<file path="src/acr_defs.svh">
`ifndef ACR_DEFS_SVH
`define ACR_DEFS_SVH

// Register byte addresses
`define ACR_REG_CONFIG 8'h00
`define ACR_REG_STATUS 8'h04
`define ACR_REG_RESULT 8'h08
// Configuration field positions and reset value
`define ACR_CFG_W 4
`define ACR_CFG_STATUS_EN 0
`define ACR_CFG_TURBO 1
`define ACR_CFG_HIZ 2
`define ACR_CFG_SPAN 3
`define ACR_CFG_RESET 4'h0
// Sticky error positions in STATUS[3:0], write 1 to clear
`define ACR_ERR_W 4
`define ACR_ERR_SCK 0
`define ACR_ERR_QUIET1 1
`define ACR_ERR_SELECT 2
`define ACR_ERR_QUIET2 3
// Word layout
`define ACR_RES_W 16
`define ACR_STAT_W 6
`define ACR_WORD_W 22
`define ACR_LEN_PLAIN 5'h10
`define ACR_LEN_STATUS 5'h16
// Timing defaults in clk_i cycles
`define ACR_CONV_MIN_CYC 12
`define ACR_CONV_MAX_CYC 20
`define ACR_QUIET1_CYC 4
`define ACR_QUIET2_CYC 4
`endif

</file>
<file path="src/acr_pkg.sv">
package acr_pkg;
  // Pin levels sampled from the link
  typedef struct packed {
    logic convert_start;
    logic serial_in_select;
    logic sck;
  } acr_pin_s;

  typedef struct packed {
    logic span;
    logic hiz;
    logic turbo;
    logic status_en;
  } acr_cfg_s;

  typedef enum logic [1:0] {
    RD_IDLE = 2'b00,
    RD_ARMED = 2'b01,
    RD_SEND = 2'b10
  } acr_rd_e;

  typedef enum logic [1:0] {
    MD_BUSY3 = 2'b00,
    MD_BUSY4 = 2'b01,
    MD_NBUSY4 = 2'b10,
    MD_TURBO4 = 2'b11
  } acr_mode_e;

  typedef struct packed {
    acr_pin_s s1;
    acr_pin_s s2;
    acr_pin_s s3;
  } acr_sync_s;

  typedef struct packed {
    logic ack;
    logic [31:0] dat;
    acr_cfg_s cfg;
    logic [3:0] err;
  } acr_regs_s;
endpackage

</file>
<file path="src/acr_readout.sv">
// The implementer's own choices: the Wishbone interface to the registers and the address map.
`timescale 1ns/1ns
`include "acr_defs.svh"
module acr_readout
  import acr_pkg::*;
#(
  parameter int CONV_MIN_CYC = `ACR_CONV_MIN_CYC,
  parameter int CONV_MAX_CYC = `ACR_CONV_MAX_CYC,
  parameter int QUIET1_CYC = `ACR_QUIET1_CYC,
  parameter int QUIET2_CYC = `ACR_QUIET2_CYC
) (
  input wire logic clk_i, // 25 MHz system clock
  input wire logic rst_i, // Synchronous reset, active high
  input wire logic wb_cyc_i, // Bus cycle
  input wire logic wb_stb_i, // Strobe
  input wire logic wb_we_i, // Write enable
  input wire logic [7:0] wb_adr_i, // Byte address
  input wire logic [3:0] wb_sel_i, // Byte lanes
  input wire logic [31:0] wb_dat_i, // Write data
  output logic [31:0] wb_dat_o, // Read data
  output logic wb_ack_o, // Acknowledge
  input wire logic convert_start_i, // Convert-start pin
  input wire logic serial_in_select_i, // Serial input / select pin
  input wire logic serial_clock_i, // Host serial clock pin
  input wire logic [15:0] conv_result_i, // Result from the converter core
  input wire logic overvoltage_clamp_flag_i, // Clamp flag from the core
  output logic serial_result_out_o, // Serial data out
  output logic serial_result_out_oe_o // Output enable, high drives
);
  // Whole state of the readout engine
  typedef struct packed {
    acr_rd_e rd;
    acr_mode_e mode;
    logic conv_on;
    logic [15:0] conv_cnt;
    logic [15:0] q2_cnt;
    logic [1:0] sel_min;
    logic [15:0] latest;
    logic [15:0] prev;
    logic [21:0] word;
    logic [4:0] bit_cnt;
    logic [4:0] total;
    logic serial_result_out;
    logic oe;
    logic [3:0] err;
  } acr_main_s;

  acr_main_s q;
  acr_main_s next_q;
  acr_pin_s lv;
  acr_pin_s rise;
  acr_pin_s fall;
  acr_cfg_s cfg;
  logic conv_done;
  logic busy_go;
  logic arm_go;
  logic turbo_go;

  // Result followed by the six status bits
  function automatic logic [21:0] make_word(input logic [15:0] res, input acr_cfg_s c,
                                            input logic ov);
    make_word = {res, ov, c.span, c.hiz, c.turbo, 2'b00};
  endfunction

  // Bit shown at position idx, MSB first
  function automatic logic bit_at(input logic [21:0] w, input logic [4:0] idx);
    bit_at = w[5'd21 - idx];
  endfunction

  function automatic logic [4:0] frame_len(input acr_cfg_s c);
    frame_len = c.status_en ? `ACR_LEN_STATUS : `ACR_LEN_PLAIN;
  endfunction

  acr_sync u_sync (
    .clk_i(clk_i),
    .rst_i(rst_i),
    .pins_i('{convert_start: convert_start_i, serial_in_select: serial_in_select_i, sck: serial_clock_i}),
    .lvl_o(lv),
    .rise_o(rise),
    .fall_o(fall)
  );

  acr_wb_regs u_regs (
    .clk_i(clk_i),
    .rst_i(rst_i),
    .wb_cyc_i(wb_cyc_i),
    .wb_stb_i(wb_stb_i),
    .wb_we_i(wb_we_i),
    .wb_adr_i(wb_adr_i),
    .wb_sel_i(wb_sel_i),
    .wb_dat_i(wb_dat_i),
    .wb_dat_o(wb_dat_o),
    .wb_ack_o(wb_ack_o),
    .err_set_i(q.err),
    .state_i({q.conv_on, q.mode, q.rd}),
    .result_i(q.latest),
    .cfg_o(cfg)
  );

  // Decisions taken this cycle, shared with the checks below
  assign conv_done = q.conv_on && (q.conv_cnt == 16'(CONV_MAX_CYC - 1));
  assign busy_go = conv_done && !cfg.turbo && (!lv.convert_start || !lv.serial_in_select) && !rise.convert_start;
  assign arm_go = (q.rd == RD_ARMED) && fall.serial_in_select && !rise.convert_start;
  assign turbo_go = (q.rd == RD_IDLE) && cfg.turbo && lv.convert_start && fall.serial_in_select && !rise.convert_start;

  // Conversion timer, readout engine and host timing monitors
  always_comb begin
    next_q = q;
    next_q.err = '0;
    // Time since the last falling clock edge, saturating
    if (fall.sck) begin
      next_q.q2_cnt = '0;
    end else if (q.q2_cnt != 16'hffff) begin
      next_q.q2_cnt = q.q2_cnt + 16'h0001;
    end
    // Conversion runs to its maximum time unless a new convert_start rise restarts it
    if (q.conv_on) begin
      next_q.conv_cnt = q.conv_cnt + 16'h0001;
      if (q.conv_cnt == 16'(CONV_MIN_CYC - 1)) begin
        next_q.sel_min = {lv.convert_start, lv.serial_in_select};
      end
      // A clock during conversion couples into the sample; only logged, and only when turbo is off
      if (fall.sck && !cfg.turbo) begin
        next_q.err[`ACR_ERR_SCK] = 1'b1;
      end
    end
    if (conv_done) begin
      next_q.conv_on = 1'b0;
      next_q.latest = conv_result_i;
      // Fast readout never gives a busy indication
      if (!cfg.turbo) begin
        next_q.word = make_word(conv_result_i, cfg, overvoltage_clamp_flag_i);
        next_q.total = frame_len(cfg);
        next_q.bit_cnt = 5'h00;
        if ({lv.convert_start, lv.serial_in_select} != q.sel_min) begin
          next_q.err[`ACR_ERR_SELECT] = 1'b1;
        end
        if (!lv.convert_start) begin
          next_q.mode = MD_BUSY3;
        end else if (!lv.serial_in_select) begin
          next_q.mode = MD_BUSY4;
        end else begin
          next_q.mode = MD_NBUSY4;
        end
        if (!lv.convert_start || !lv.serial_in_select) begin
          // Falling output acts as the host's interrupt
          next_q.rd = RD_SEND;
          next_q.oe = 1'b1;
          next_q.serial_result_out = 1'b0;
        end else begin
          next_q.rd = RD_ARMED;
        end
      end
    end
    case (q.rd)
      RD_IDLE: begin
        // Previous result is ready at once, so reading overlaps conversion
        if (turbo_go) begin
          next_q.mode = MD_TURBO4;
          next_q.word = make_word(q.prev, cfg, overvoltage_clamp_flag_i);
          next_q.total = frame_len(cfg);
          next_q.bit_cnt = 5'h01;
          next_q.rd = RD_SEND;
          next_q.oe = 1'b1;
          next_q.serial_result_out = bit_at(next_q.word, 5'h00);
          if (q.conv_on && (q.conv_cnt < 16'(QUIET1_CYC))) begin
            next_q.err[`ACR_ERR_QUIET1] = 1'b1;
          end
        end
      end
      RD_ARMED: begin
        // Select falling edge puts the MSB out immediately
        if (arm_go) begin
          next_q.bit_cnt = 5'h01;
          next_q.rd = RD_SEND;
          next_q.oe = 1'b1;
          next_q.serial_result_out = bit_at(q.word, 5'h00);
        end
      end
      RD_SEND: begin
        if ((q.mode == MD_NBUSY4) && rise.serial_in_select) begin
          next_q.rd = RD_IDLE;
          next_q.oe = 1'b0;
        end else if (fall.sck) begin
          // Busy modes start at zero, so the extra edge ends the frame
          if (q.bit_cnt >= q.total) begin
            next_q.rd = RD_IDLE;
            next_q.oe = 1'b0;
          end else begin
            // Bit changes only on falling edges and holds across both
            next_q.serial_result_out = bit_at(q.word, q.bit_cnt);
            next_q.bit_cnt = q.bit_cnt + 5'h01;
          end
        end
      end
      default: begin
        next_q.rd = RD_IDLE;
      end
    endcase
    // Convert start overrides everything: new sample, output released
    if (rise.convert_start) begin
      next_q.conv_on = 1'b1;
      next_q.conv_cnt = 16'h0000;
      next_q.prev = q.latest;
      next_q.rd = RD_IDLE;
      next_q.oe = 1'b0;
      if ((q.mode == MD_TURBO4 || q.mode == MD_NBUSY4) && (q.q2_cnt < 16'(QUIET2_CYC))) begin
        next_q.err[`ACR_ERR_QUIET2] = 1'b1;
      end
    end
  end

  // Single state register
  always_ff @(posedge clk_i) begin
    if (rst_i) begin
      q <= '0;
      q.q2_cnt <= 16'hffff;
      q.sel_min <= 2'b11;
    end else begin
      q <= next_q;
    end
  end

  assign serial_result_out_o = q.serial_result_out;
  assign serial_result_out_oe_o = q.oe;
endmodule // acr_readout

</file>
<file path="src/acr_sync.sv">
`timescale 1ns/1ns
module acr_sync
  import acr_pkg::*;
(
  input wire logic clk_i, // System clock
  input wire logic rst_i, // Synchronous reset
  input acr_pin_s pins_i, // Raw link pins
  output acr_pin_s lvl_o, // Synchronised levels
  output acr_pin_s rise_o, // One-cycle rise pulses
  output acr_pin_s fall_o // One-cycle fall pulses
);
  acr_sync_s q;
  acr_sync_s next_q;

  // Two stages against metastability, the third only for edge detection
  always_comb begin
    next_q = q;
    next_q.s1 = pins_i;
    next_q.s2 = q.s1;
    next_q.s3 = q.s2;
  end

  always_ff @(posedge clk_i) begin
    if (rst_i) begin
      q <= '0;
      // Select idles high; resetting it low would fake a rise after reset
      q.s1.serial_in_select <= 1'b1;
      q.s2.serial_in_select <= 1'b1;
      q.s3.serial_in_select <= 1'b1;
    end else begin
      q <= next_q;
    end
  end

  // Only the second and third stages feed logic
  assign lvl_o = q.s2;
  assign rise_o = acr_pin_s'(q.s2 & ~q.s3);
  assign fall_o = acr_pin_s'(~q.s2 & q.s3);
endmodule // acr_sync

</file>
<file path="src/acr_wb_regs.sv">
`timescale 1ns/1ns
`include "acr_defs.svh"
module acr_wb_regs
  import acr_pkg::*;
(
  input wire logic clk_i, // System clock
  input wire logic rst_i, // Synchronous reset
  input wire logic wb_cyc_i, // Bus cycle
  input wire logic wb_stb_i, // Strobe
  input wire logic wb_we_i, // Write enable
  input wire logic [7:0] wb_adr_i, // Byte address
  input wire logic [3:0] wb_sel_i, // Byte lanes
  input wire logic [31:0] wb_dat_i, // Write data
  output logic [31:0] wb_dat_o, // Read data
  output logic wb_ack_o, // Acknowledge
  input wire logic [3:0] err_set_i, // Error set pulses
  input wire logic [4:0] state_i, // Conversion and readout state
  input wire logic [15:0] result_i, // Latest result
  output acr_cfg_s cfg_o // Configuration
);
  acr_regs_s q;
  acr_regs_s next_q;
  logic req;

  // One wait state: answer on the edge after the request is seen
  assign req = wb_cyc_i & wb_stb_i & ~q.ack;

  always_comb begin
    next_q = q;
    next_q.ack = req;
    next_q.err = q.err | err_set_i;
    next_q.dat = 32'h0000_0000;
    if (req && wb_we_i && wb_sel_i[0]) begin
      if (wb_adr_i == `ACR_REG_CONFIG) begin
        next_q.cfg = acr_cfg_s'(wb_dat_i[`ACR_CFG_W-1:0]);
      end
      // Set wins over clear so no event is lost
      if (wb_adr_i == `ACR_REG_STATUS) begin
        next_q.err = (q.err & ~wb_dat_i[`ACR_ERR_W-1:0]) | err_set_i;
      end
    end
    if (req && !wb_we_i) begin
      case (wb_adr_i)
        `ACR_REG_CONFIG: next_q.dat = {28'h000_0000, q.cfg};
        `ACR_REG_STATUS: next_q.dat = {23'h00_0000, state_i, q.err};
        `ACR_REG_RESULT: next_q.dat = {16'h0000, result_i};
        default: next_q.dat = 32'h0000_0000;
      endcase
    end
  end

  always_ff @(posedge clk_i) begin
    if (rst_i) begin
      q <= '0;
      q.cfg <= acr_cfg_s'(`ACR_CFG_RESET);
    end else begin
      q <= next_q;
    end
  end

  assign wb_dat_o = q.dat;
  assign wb_ack_o = q.ack;
  assign cfg_o = q.cfg;
endmodule // acr_wb_regs
</file>
<file path="config.mk">
export PLATFORM = sky130hd
export DESIGN_NAME = acr_readout
export DESIGN_NICKNAME = d
export VERILOG_FILES = /design/src/acr_pkg.sv /design/src/acr_readout.sv /design/src/acr_sync.sv /design/src/acr_wb_regs.sv
export VERILOG_INCLUDE_DIRS = /design/src
export SDC_FILE = /design/constraint.sdc
export NUM_CORES = 1
export LEC_CHECK = 0
export BUFFER_PORTS_ARGS = -buffer_cell sky130_fd_sc_hd__buf_2
export CORE_ASPECT_RATIO = 0.8
export CORE_MARGIN = 10
export CORE_UTILIZATION = 59
export CTS_BUF_LIST = sky130_fd_sc_hd__clkbuf_4
export DETAILED_ROUTE_END_ITERATION = 8
export PLACE_DENSITY = 0.82
export SETUP_SLACK_MARGIN = 0.1
export SLEW_MARGIN = 20
export SYNTH_ARGS = -nofsm -noshare
export SYNTH_HDL_FRONTEND = slang
export SYNTH_HIERARCHICAL = 1
export SYNTH_SLANG_ARGS = --single-unit
</file>
<file path="constraint.sdc">
create_clock -name clk_i -period 3 [get_ports clk_i]
set_input_delay 0.6 -clock clk_i [delete_from_list [all_inputs] [get_ports clk_i]]
set_output_delay 0.6 -clock clk_i [all_outputs]
set_load 0.005 [all_outputs]
</file>
# Word level (Yosys, flattened, before mapping)
# Cells that the tools add are included.
dict set report word_totals {
  word_cells 145
  inputBits 69
  reg_bits 159
  output_inout_bits 35
}
dict set report op_classes {
  n_mux 44
  add_sub_neg 4
  n_reduce_logical 33
  bitwise 17
  order_cmp 4
  eq_ne 10
}
# cell n
set ops {}
lappend ops {{34-bit 2-to-1 mux} 3}
lappend ops {{16-bit 2-to-1 mux} 3}
lappend ops {{16-bit one-hot mux with 3 select lines} 1}
lappend ops {{16-bit by 1-bit adder with 16-bit output (second input constant)} 2}
lappend ops {{16-bit by 3-bit < comparator with 1-bit output (second input constant)} 2}
lappend ops {{5-bit 2-to-1 mux} 6}
lappend ops {{2-bit 2-to-1 mux} 11}
lappend ops {{22-bit 2-to-1 mux} 1}
lappend ops {{17-bit 2-to-1 mux} 1}
lappend ops {{16-bit by 4-bit equality test with 1-bit output (second input constant)} 1}
lappend ops {{16-bit by 5-bit equality test with 1-bit output (second input constant)} 1}
lappend ops {{4-bit 2-to-1 mux} 4}
lappend ops {{16-bit != test (second input constant)} 1}
lappend ops {{5-bit one-hot mux with 3 select lines} 1}
lappend ops {{1-bit logical AND} 14}
lappend ops {{2-bit one-hot mux with 3 select lines} 2}
lappend ops {{1-bit 2-to-1 mux} 9}
lappend ops {{8-bit by 3-bit equality test with 1-bit output (second input constant)} 1}
lappend ops {{8-bit by 4-bit equality test with 1-bit output (second input constant)} 1}
lappend ops {{8-bit logical NOT} 1}
lappend ops {{4-bit bitwise OR} 2}
lappend ops {{2-bit OR reduction} 4}
lappend ops {{1-bit inverter} 7}
lappend ops {{2-bit equality test (second input constant)} 3}
lappend ops {{21 further kinds} 30}

# Depth between registers and ports, before layout
# Gate-level depths: netlist of the first run.
dict set report depth {
  word_depth 9
  depth_mapped 9
  depth_no_buf 8
}

# Hierarchy
# The synthesis of the first run kept the hierarchy.
# module area_per_inst_um2 seq_area_each_um2 instances cells_each
set by_module_without_submodules {}
lappend by_module_without_submodules {acr_readout 4901.0 2182.1 1 563}
lappend by_module_without_submodules {acr_wb_regs 1302.5 500.5 1 145}
lappend by_module_without_submodules {acr_sync 296.5 180.2 1 27}

# Worst setup path after synthesis of the first run
# Ideal clock, no wire load.
dict set report synth_path {
  path_kind {flip-flop to flip-flop}
  from {register q[11] (netlist name)}
  to {register q[15] (netlist name)}
  path_buffers 1
  synth_period_minus_slack_ns 2.232
  arrival_ns 2.158
  required_time_ns 2.926
  slack_ns 0.768
  path_stages_with_launch 10
  setup_ns 0.074
  path_cell_list {dfxtp_1 > buf_2 > inv_1 > ha_1 > nand2b_1 > a21o_1 > a21oi_1 > o21ai_1 > or4_1 > a31oi_1}
}

==> impl_summary.md, run 1 <==
Yosys
The mapped netlist covers 6480 um^2. Yosys printed 6 warnings. The mean area per synthesized cell is 8.85 um^2. After technology mapping, the gate count stands at 732.

Floorplanning
The starting density of the core is 0.600. In this run the standard cell core region covers 10800 um^2. The area of the die is 15600 um^2. The floorplan has 34 rows.

The die is 114 um tall. 104 I/O pins were placed. The width of the die is 137 um.

STA
The final clock period utilization by the worst path is 0.791. The worst hold-check slack is 0.252 ns. The clock period could shrink to 2.37 ns. The total negative slack for setup checks is 0 ns.

The worst max-slew margin expressed relative to the limit is 0.433. The final worst clock skew is 0.0221 ns. Setup repair after global routing left no endpoint under its margin. The maximum frequency from static timing analysis is 421 MHz. Setup violations remaining at the end of the flow were counted as 0. The hold violation total from the final report is 0.

The transition time at the pin with the least slew margin is 0.842 ns. The number of slew-limit violations in the final report is 0.

Cells and area
The fraction of final layout cells with drive strength greater than 1 is 0.157. The number of antenna repair diodes is 0. The end-of-flow core utilization is 0.638. The net count reported at finish is 831.

The area growth from synthesis to layout is 6.33%.

Placed design
Detailed placement finished with a half-perimeter wire length of 10400 um. Input and output buffers added on the ports amount to 56. The global placer's final weighted congestion is 0.892.

Worst setup path
The cell family contributing the most delay on the critical path is compound AO/OA/AOI/OAI gates. The library cell contributing the largest single delay on the critical path is sky130_fd_sc_hd__dfxtp_1. The worst setup path is of the flop to flop kind. The delay contributed by the slowest stage of the critical path is 0.65 ns. The number of cells on the worst reg-to-reg path is 6. The critical path depth is 6.

The type of element launching the critical path is a flop. The buffering stage count on the worst path with inverters included is 0. In this run the worst path has a maximum fanout of 12. STA classifies the critical path endpoint as a flop. Walking the worst path, the cells encountered are ha_1 > a21o_1 > a21oi_1 > o21ai_1 > or4_1 > a31oi_1. The data arrival time at the worst-slack endpoint is 2.83 ns.

The required time at the worst-slack endpoint is 3.46 ns.

Global routing
The first-pass GRT wire length is 24900 um. For this run, the total global-route usage over all layers was measured as 0.192. After global routing the overflow that remains totals 0. The via count of the first global-routing pass is 5149. Entering global routing, the biggest net connects 79 pins.

The number of antenna violations at the first check in global routing is 0.

Route
The number of remaining DRC errors is 0. The number of design-rule violations left by the first detailed-router iteration is 517. The detail-routed net length per standard cell is 16.3 um. The via count normalized by instance count is 5.79.

The wire length reported by the detailed router is 14800 um. The detailed-router iteration count before antenna repair is 5. The detail route stage leaves a number of antenna-violating nets equal to 0.

The total number of vias is 5262.

Clocking
The number of buffers added to fix hold violations after cts is 0. The clock root buffer master is sky130_fd_sc_hd__clkbuf_4. TritonCTS built the clock tree. The source-to-sink clock delay at the later pin of the worst-skew pair is 0.53 ns.

The maximum buffer depth of the clock tree is 2. The clock tree synthesis step divided the H-tree into 4 levels. The number of gates resized after cts is 0.

The number of clock buffers added by TritonCTS is 17. The clock sink total is 143. Buffers added to address setup during post-CTS repair amount to 0.

Clock-pin slew was measured on the worst setup and hold paths at 0.12 ns.

Power and ir drop
The peak supply drop is 385 uV. For this design the ratio of total power to cell area is 568 nW/um^2. The reported leakage power is 0.00256 uW.

The total power consumption of the routed design is 3920 uW.

Worst hold path
The number of cells on the worst hold path is 2. The path class of the tightest hold or removal check is input pin to flop.

Job
Max-cap violations in this run came to 0.

Outcome
The flow ran to the end, and the final reports show no timing, DRC or antenna violations.
-- report_power, final --
part	switching [uW]	internal, uW
clock network	701	486
registers	114	1980
logic	333	298
total	1150	2770
-- layout make-up --
type	count	area, um^2
clock buffers	17	128
clock inverters	15	145
fillers	922	3920
inverters	21	78.8
multi-input cells	504	3140
flip-flops and latches	143	2860
well taps	144	180
repair buffers	65	360
-- registers in the layout, indices dropped and copies added, names as in the netlist --
name                    cells
q                         107
serial_result_out_o         1
serial_result_out_oe_o      1
u_regs/cfg_o                4
u_regs/q                    4
u_regs/wb_ack_o             1
u_regs/wb_dat_o            16
u_sync/lvl_o                3
u_sync/next_q               3
u_sync/q                    3
-- path summary, 6_finish.rpt --
path	end	slack [ns]	start
setup / recovery	q[15]	0.63	q[12]
hold / removal	u_sync/next_q[4]	0.25	serial_in_select_i
setup reg to reg	q[15]	0.63	q[12]
hold reg to reg	u_sync/lvl_o[1]	0.45	u_sync/next_q[4]
-- metrics by stage --
step           worst slack (ns)  instances  cell area (um^2)
4_1_cts                   0.663        909              6890
3_3_place_gp              0.743        877              6620
5_1_grt                   0.455        909              6890
3_5_place_dp              0.684        877              6620
2_1_floorplan             0.768        747              6540
6_report                  0.628        909              6890
-- worst register-to-register path, delay by kind of cell, from the launching register on --
kind                       cells  cell delay (ns)
adders and majority gates      1             0.33
and+or+nand+nor                1             0.57
DFF                            1             0.65
AOI/OAI and AO/OA              4             0.75
-- layer usage --
metal	vias to the layer above	GRT usage	share of wire	wire (um)
met2	216	0.311	0.47	7000
met4	0	0.0519	0.0088	130
met5	-	0	0	0
met3	19	0.0532	0.084	1240
met1	2512	0.247	0.44	6470
li1	2515	-	-	-
-- cells in the final DEF (no fill, tap or decap), types with 3 or more instances in the layout --
cell                         count
sky130_fd_sc_hd__nor2b_1        13
sky130_fd_sc_hd__o211ai_1        5
sky130_fd_sc_hd__buf_2          56
sky130_fd_sc_hd__dfxtp_1       143
sky130_fd_sc_hd__o21ai_0         7
sky130_fd_sc_hd__nor3_1         16
sky130_fd_sc_hd__a22oi_1         5
sky130_fd_sc_hd__clkbuf_4       17
sky130_fd_sc_hd__nand4_1        11
sky130_fd_sc_hd__a311oi_1       17
sky130_fd_sc_hd__nand3_1        21
sky130_fd_sc_hd__clkinvlp_4      5
sky130_fd_sc_hd__nor2_1         67
sky130_fd_sc_hd__and3_1          6
sky130_fd_sc_hd__nand2b_1       15
sky130_fd_sc_hd__ha_1           10
sky130_fd_sc_hd__a31oi_1        12
sky130_fd_sc_hd__conb_1         16
sky130_fd_sc_hd__xnor2_1        15
sky130_fd_sc_hd__clkinv_1        3
sky130_fd_sc_hd__nor3b_1         3
sky130_fd_sc_hd__inv_1          21
sky130_fd_sc_hd__nor4_1          9
sky130_fd_sc_hd__or3_1           3
sky130_fd_sc_hd__nand2_1        99
sky130_fd_sc_hd__mux2i_1        31
sky130_fd_sc_hd__a221oi_1        3
sky130_fd_sc_hd__mux4_2          5
sky130_fd_sc_hd__or2_2           8
sky130_fd_sc_hd__a21o_1         10
sky130_fd_sc_hd__o21bai_1       12
sky130_fd_sc_hd__or2_1           3
sky130_fd_sc_hd__buf_4           8
sky130_fd_sc_hd__xor2_1         15
sky130_fd_sc_hd__nand3b_1        6
sky130_fd_sc_hd__a21oi_1        33
Note: power is estimated with default switching activity, not from simulation.
==> inputs of run 2 (changes only) <==
CORE_UTILIZATION = 53   (was 59)
PLACE_DENSITY = 0.77   (was 0.82)
clock period = 2.1 ns   (was 3 ns; I/O delays follow)
==> impl_summary.md, run 2 (synthesis gave the netlist of run 1 again) <==
Outcome
The run finished with clean final reports.

Route
After detailed routing, the average wire length per cell comes to 16.8 um. Dividing the detail-routed via count by the number of cells gives 5.63. The number of remaining DRC errors is 0. In this run, the number of DRC markers left after iteration 0 of detailed routing was 517. Wires add up to 15600 um. The number of nets still failing antenna checks after routing is 0. For this run, the detailed router's first-pass iteration total came to 5. The routed layout has 5262 vias.

STA
The transition time at the pin with the least slew margin is 0.538 ns. The final worst clock skew is 0.0161 ns. The final clock period utilization by the worst path is 0.924. The number of slew-limit violations in the final report is 0. The worst max-slew margin expressed relative to the limit is 0.640. The final setup violation count is 0. For the finished layout, the period the worst path requires is 1.94 ns. The hold violation total from the final report was 0. Adding up every negative setup slack in the final design gives 0 ns. Derived from the worst setup path, the maximum achievable clock frequency is 515 MHz. Setup repair after global routing could not meet its margin everywhere.

Worst setup path
The worst setup path is launched from a flop. Counting cells, the worst reg-to-reg path comes to 5. The data arrival time at the worst-slack endpoint is 2.38 ns. For the worst setup path, the data required time is 2.54 ns. The signal on the critical path passes through nor2b_2 > or3b_4 > or3_4 > buf_4 > nor4b_2. The kind of end point of the critical path is a flop. The delay contributed by the slowest stage of the critical path is 0.40 ns. The largest fanout on the critical path is 33. For this design, the slowest cell found on the critical path is sky130_fd_sc_hd__or3b_4.

The type of the setup path with the least slack is flop to flop.

Cells and area
After routing the design area is 7180 um^2. Fill cells in the final layout number 1011. The largest register by flop count is q. The net count of the finished layout is 847. The end-of-flow core utilization is 0.595.

In the final layout, the share of cells above drive strength 1 is 0.206. In the layout the commonest cells are sky130_fd_sc_hd__dfxtp_1 (136), sky130_fd_sc_hd__nand2_1 (99), sky130_fd_sc_hd__nor2_1 (67), sky130_fd_sc_hd__buf_2 (55), sky130_fd_sc_hd__a21oi_1 (32). The most common cell after layout, fill and taps aside is sky130_fd_sc_hd__dfxtp_1. The register with the most flip-flops in the layout has 107 of them. From synthesis to final layout, the design area changed by 10.9%. The number of standard cells in the final layout excluding fillers is 934.

Global routing
The via count of the first global-routing pass came to 5155. The first global-routing pass estimated 25000 um of wire. The total congestion overflow is 0. The total routing resource utilization after global routing is 0.179. Entering global routing, the biggest net connects 52 pins. The number of antenna violations at the first check in global routing is 1.

Clocking
Counting along the longest clock path gives a buffer depth of 2. Counting the buffers created by CTS gives 17. Counting every sink on the clock net gives 143.

Clock-pin slew was measured on the worst setup and hold paths at 0.12 ns. The clock tree from TritonCTS is built. The deepest level of the CTS H-tree is 4. For the worst-skew pair, the clock arrives at the later sink with an insertion delay of 0.54 ns. The clock root buffer master is sky130_fd_sc_hd__clkbuf_4.

Power and ir drop
The peak supply drop is 600 uV. In this run the static leakage power is 0.00269 uW. For this design the ratio of total power to cell area is 783 nW/um^2.

Worst hold path
Counting instances, the worst hold path has a depth of 2. The type of the tightest min-delay check is input pin to flop.

Placed design
The wire-length estimate of the detail-placed layout is 11000 um. Summing all placed instances gives a cell area of 6760 um^2. The placed cell count is 900. The count of input and output buffers is 56. At the end of routability-driven placement, the weighted congestion stood at 0.832.

Floorplanning
The starting density of the core is 0.537. The core region is 12100 um^2. The number of core rows is 36. The area of the die is 17100 um^2. The height of the chip is 119 um. The width of the die is 144 um. The number of top-level pins is 104.

Job
The tool flagged a number of max-cap violations equal to 0.
==> run 2: cell count changes in the layout (fill, tap and decap cells not counted), moves of 2 or more <==
| cell | delta |
|---|---|
| sky130_fd_sc_hd__or2_4 | +2 |
| sky130_fd_sc_hd__buf_4 | +15 |
| sky130_fd_sc_hd__clkinvlp_4 | -2 |
| sky130_fd_sc_hd__clkinv_2 | +2 |
| sky130_fd_sc_hd__clkbuf_4 | +3 |
| sky130_fd_sc_hd__or2_2 | -2 |
| sky130_fd_sc_hd__ha_1 | -2 |
| sky130_fd_sc_hd__a31oi_1 | -2 |
| sky130_fd_sc_hd__nor4_4 | +2 |
| sky130_fd_sc_hd__clkinv_4 | -2 |
| sky130_fd_sc_hd__nor4_1 | -3 |
| sky130_fd_sc_hd__a31oi_2 | +2 |
| sky130_fd_sc_hd__dfxtp_2 | +6 |
| sky130_fd_sc_hd__dfxtp_1 | -7 |
==> run 2: cell type report <==
cell class,count,area (um^2),share of cell area
Clock buffer,20,150,0.0209
Antenna cell,1,2.50,0.000348
Sequential cell,143,2870,0.400
Inverter,21,78.8,0.0110
Clock inverter,12,119,0.0165
Timing Repair Buffer,81,499,0.0695
Multi-Input combinational cell,504,3270,0.455
Tap cell,152,190,0.0265
==> run 2: through the flow <==
stage               setup slack, ns  power, uW  hold WS (ns)
floorplan                     0.122       3770         0.383
global placement              0.127       3900         0.397
detailed placement           0.0856       3950         0.400
CTS                           0.108       5630       0.00584
global route                 0.0681       5880       0.00509
finish                        0.159       5620        0.0463
==> run 2: worst paths after layout <==
path,startpoint,to,slack (ns)
worst max-delay path,u_sync/q[1],q[1],0.16
worst max register to register,u_sync/q[1],q[1],0.16
worst min register to register,u_sync/next_q[4],u_sync/lvl_o[1],0.43
worst min-delay path,serial_in_select_i,u_sync/next_q[4],0.05
==> run 2: what timing repair did <==
item,CTS,global route
pin swaps,0,7
buffers inserted,0,1
gates cloned,0,0
hold buffers,0,0
resized for setup,5,26
setup endpoints to repair,17,49
==> run 2: per-layer routing <==
layer,track usage,vias to the layer above,share of wire
li1,-,2554,-
met1,0.235,2474,0.46
met2,0.275,211,0.45
met3,0.0528,23,0.072
met4,0.0643,0,0.015
met5,0,-,0
==> run 2: worst max-delay path: cells and delay by family (launching register included) <==
kind | cells | cell delay (ns)
flip-flops | 1 | 0.35
AND/OR/NAND/NOR | 4 | 1.23
buffers and inverters | 1 | 0.26
==> run 2: report_power, final <==
part / switching [uW] / total (uW) / internal, uW
logic: 482 / 921 / 439
clock network: 969 / 1700 / 732
registers: 166 / 3000 / 2840
total: 1620 / 5620 / 4010
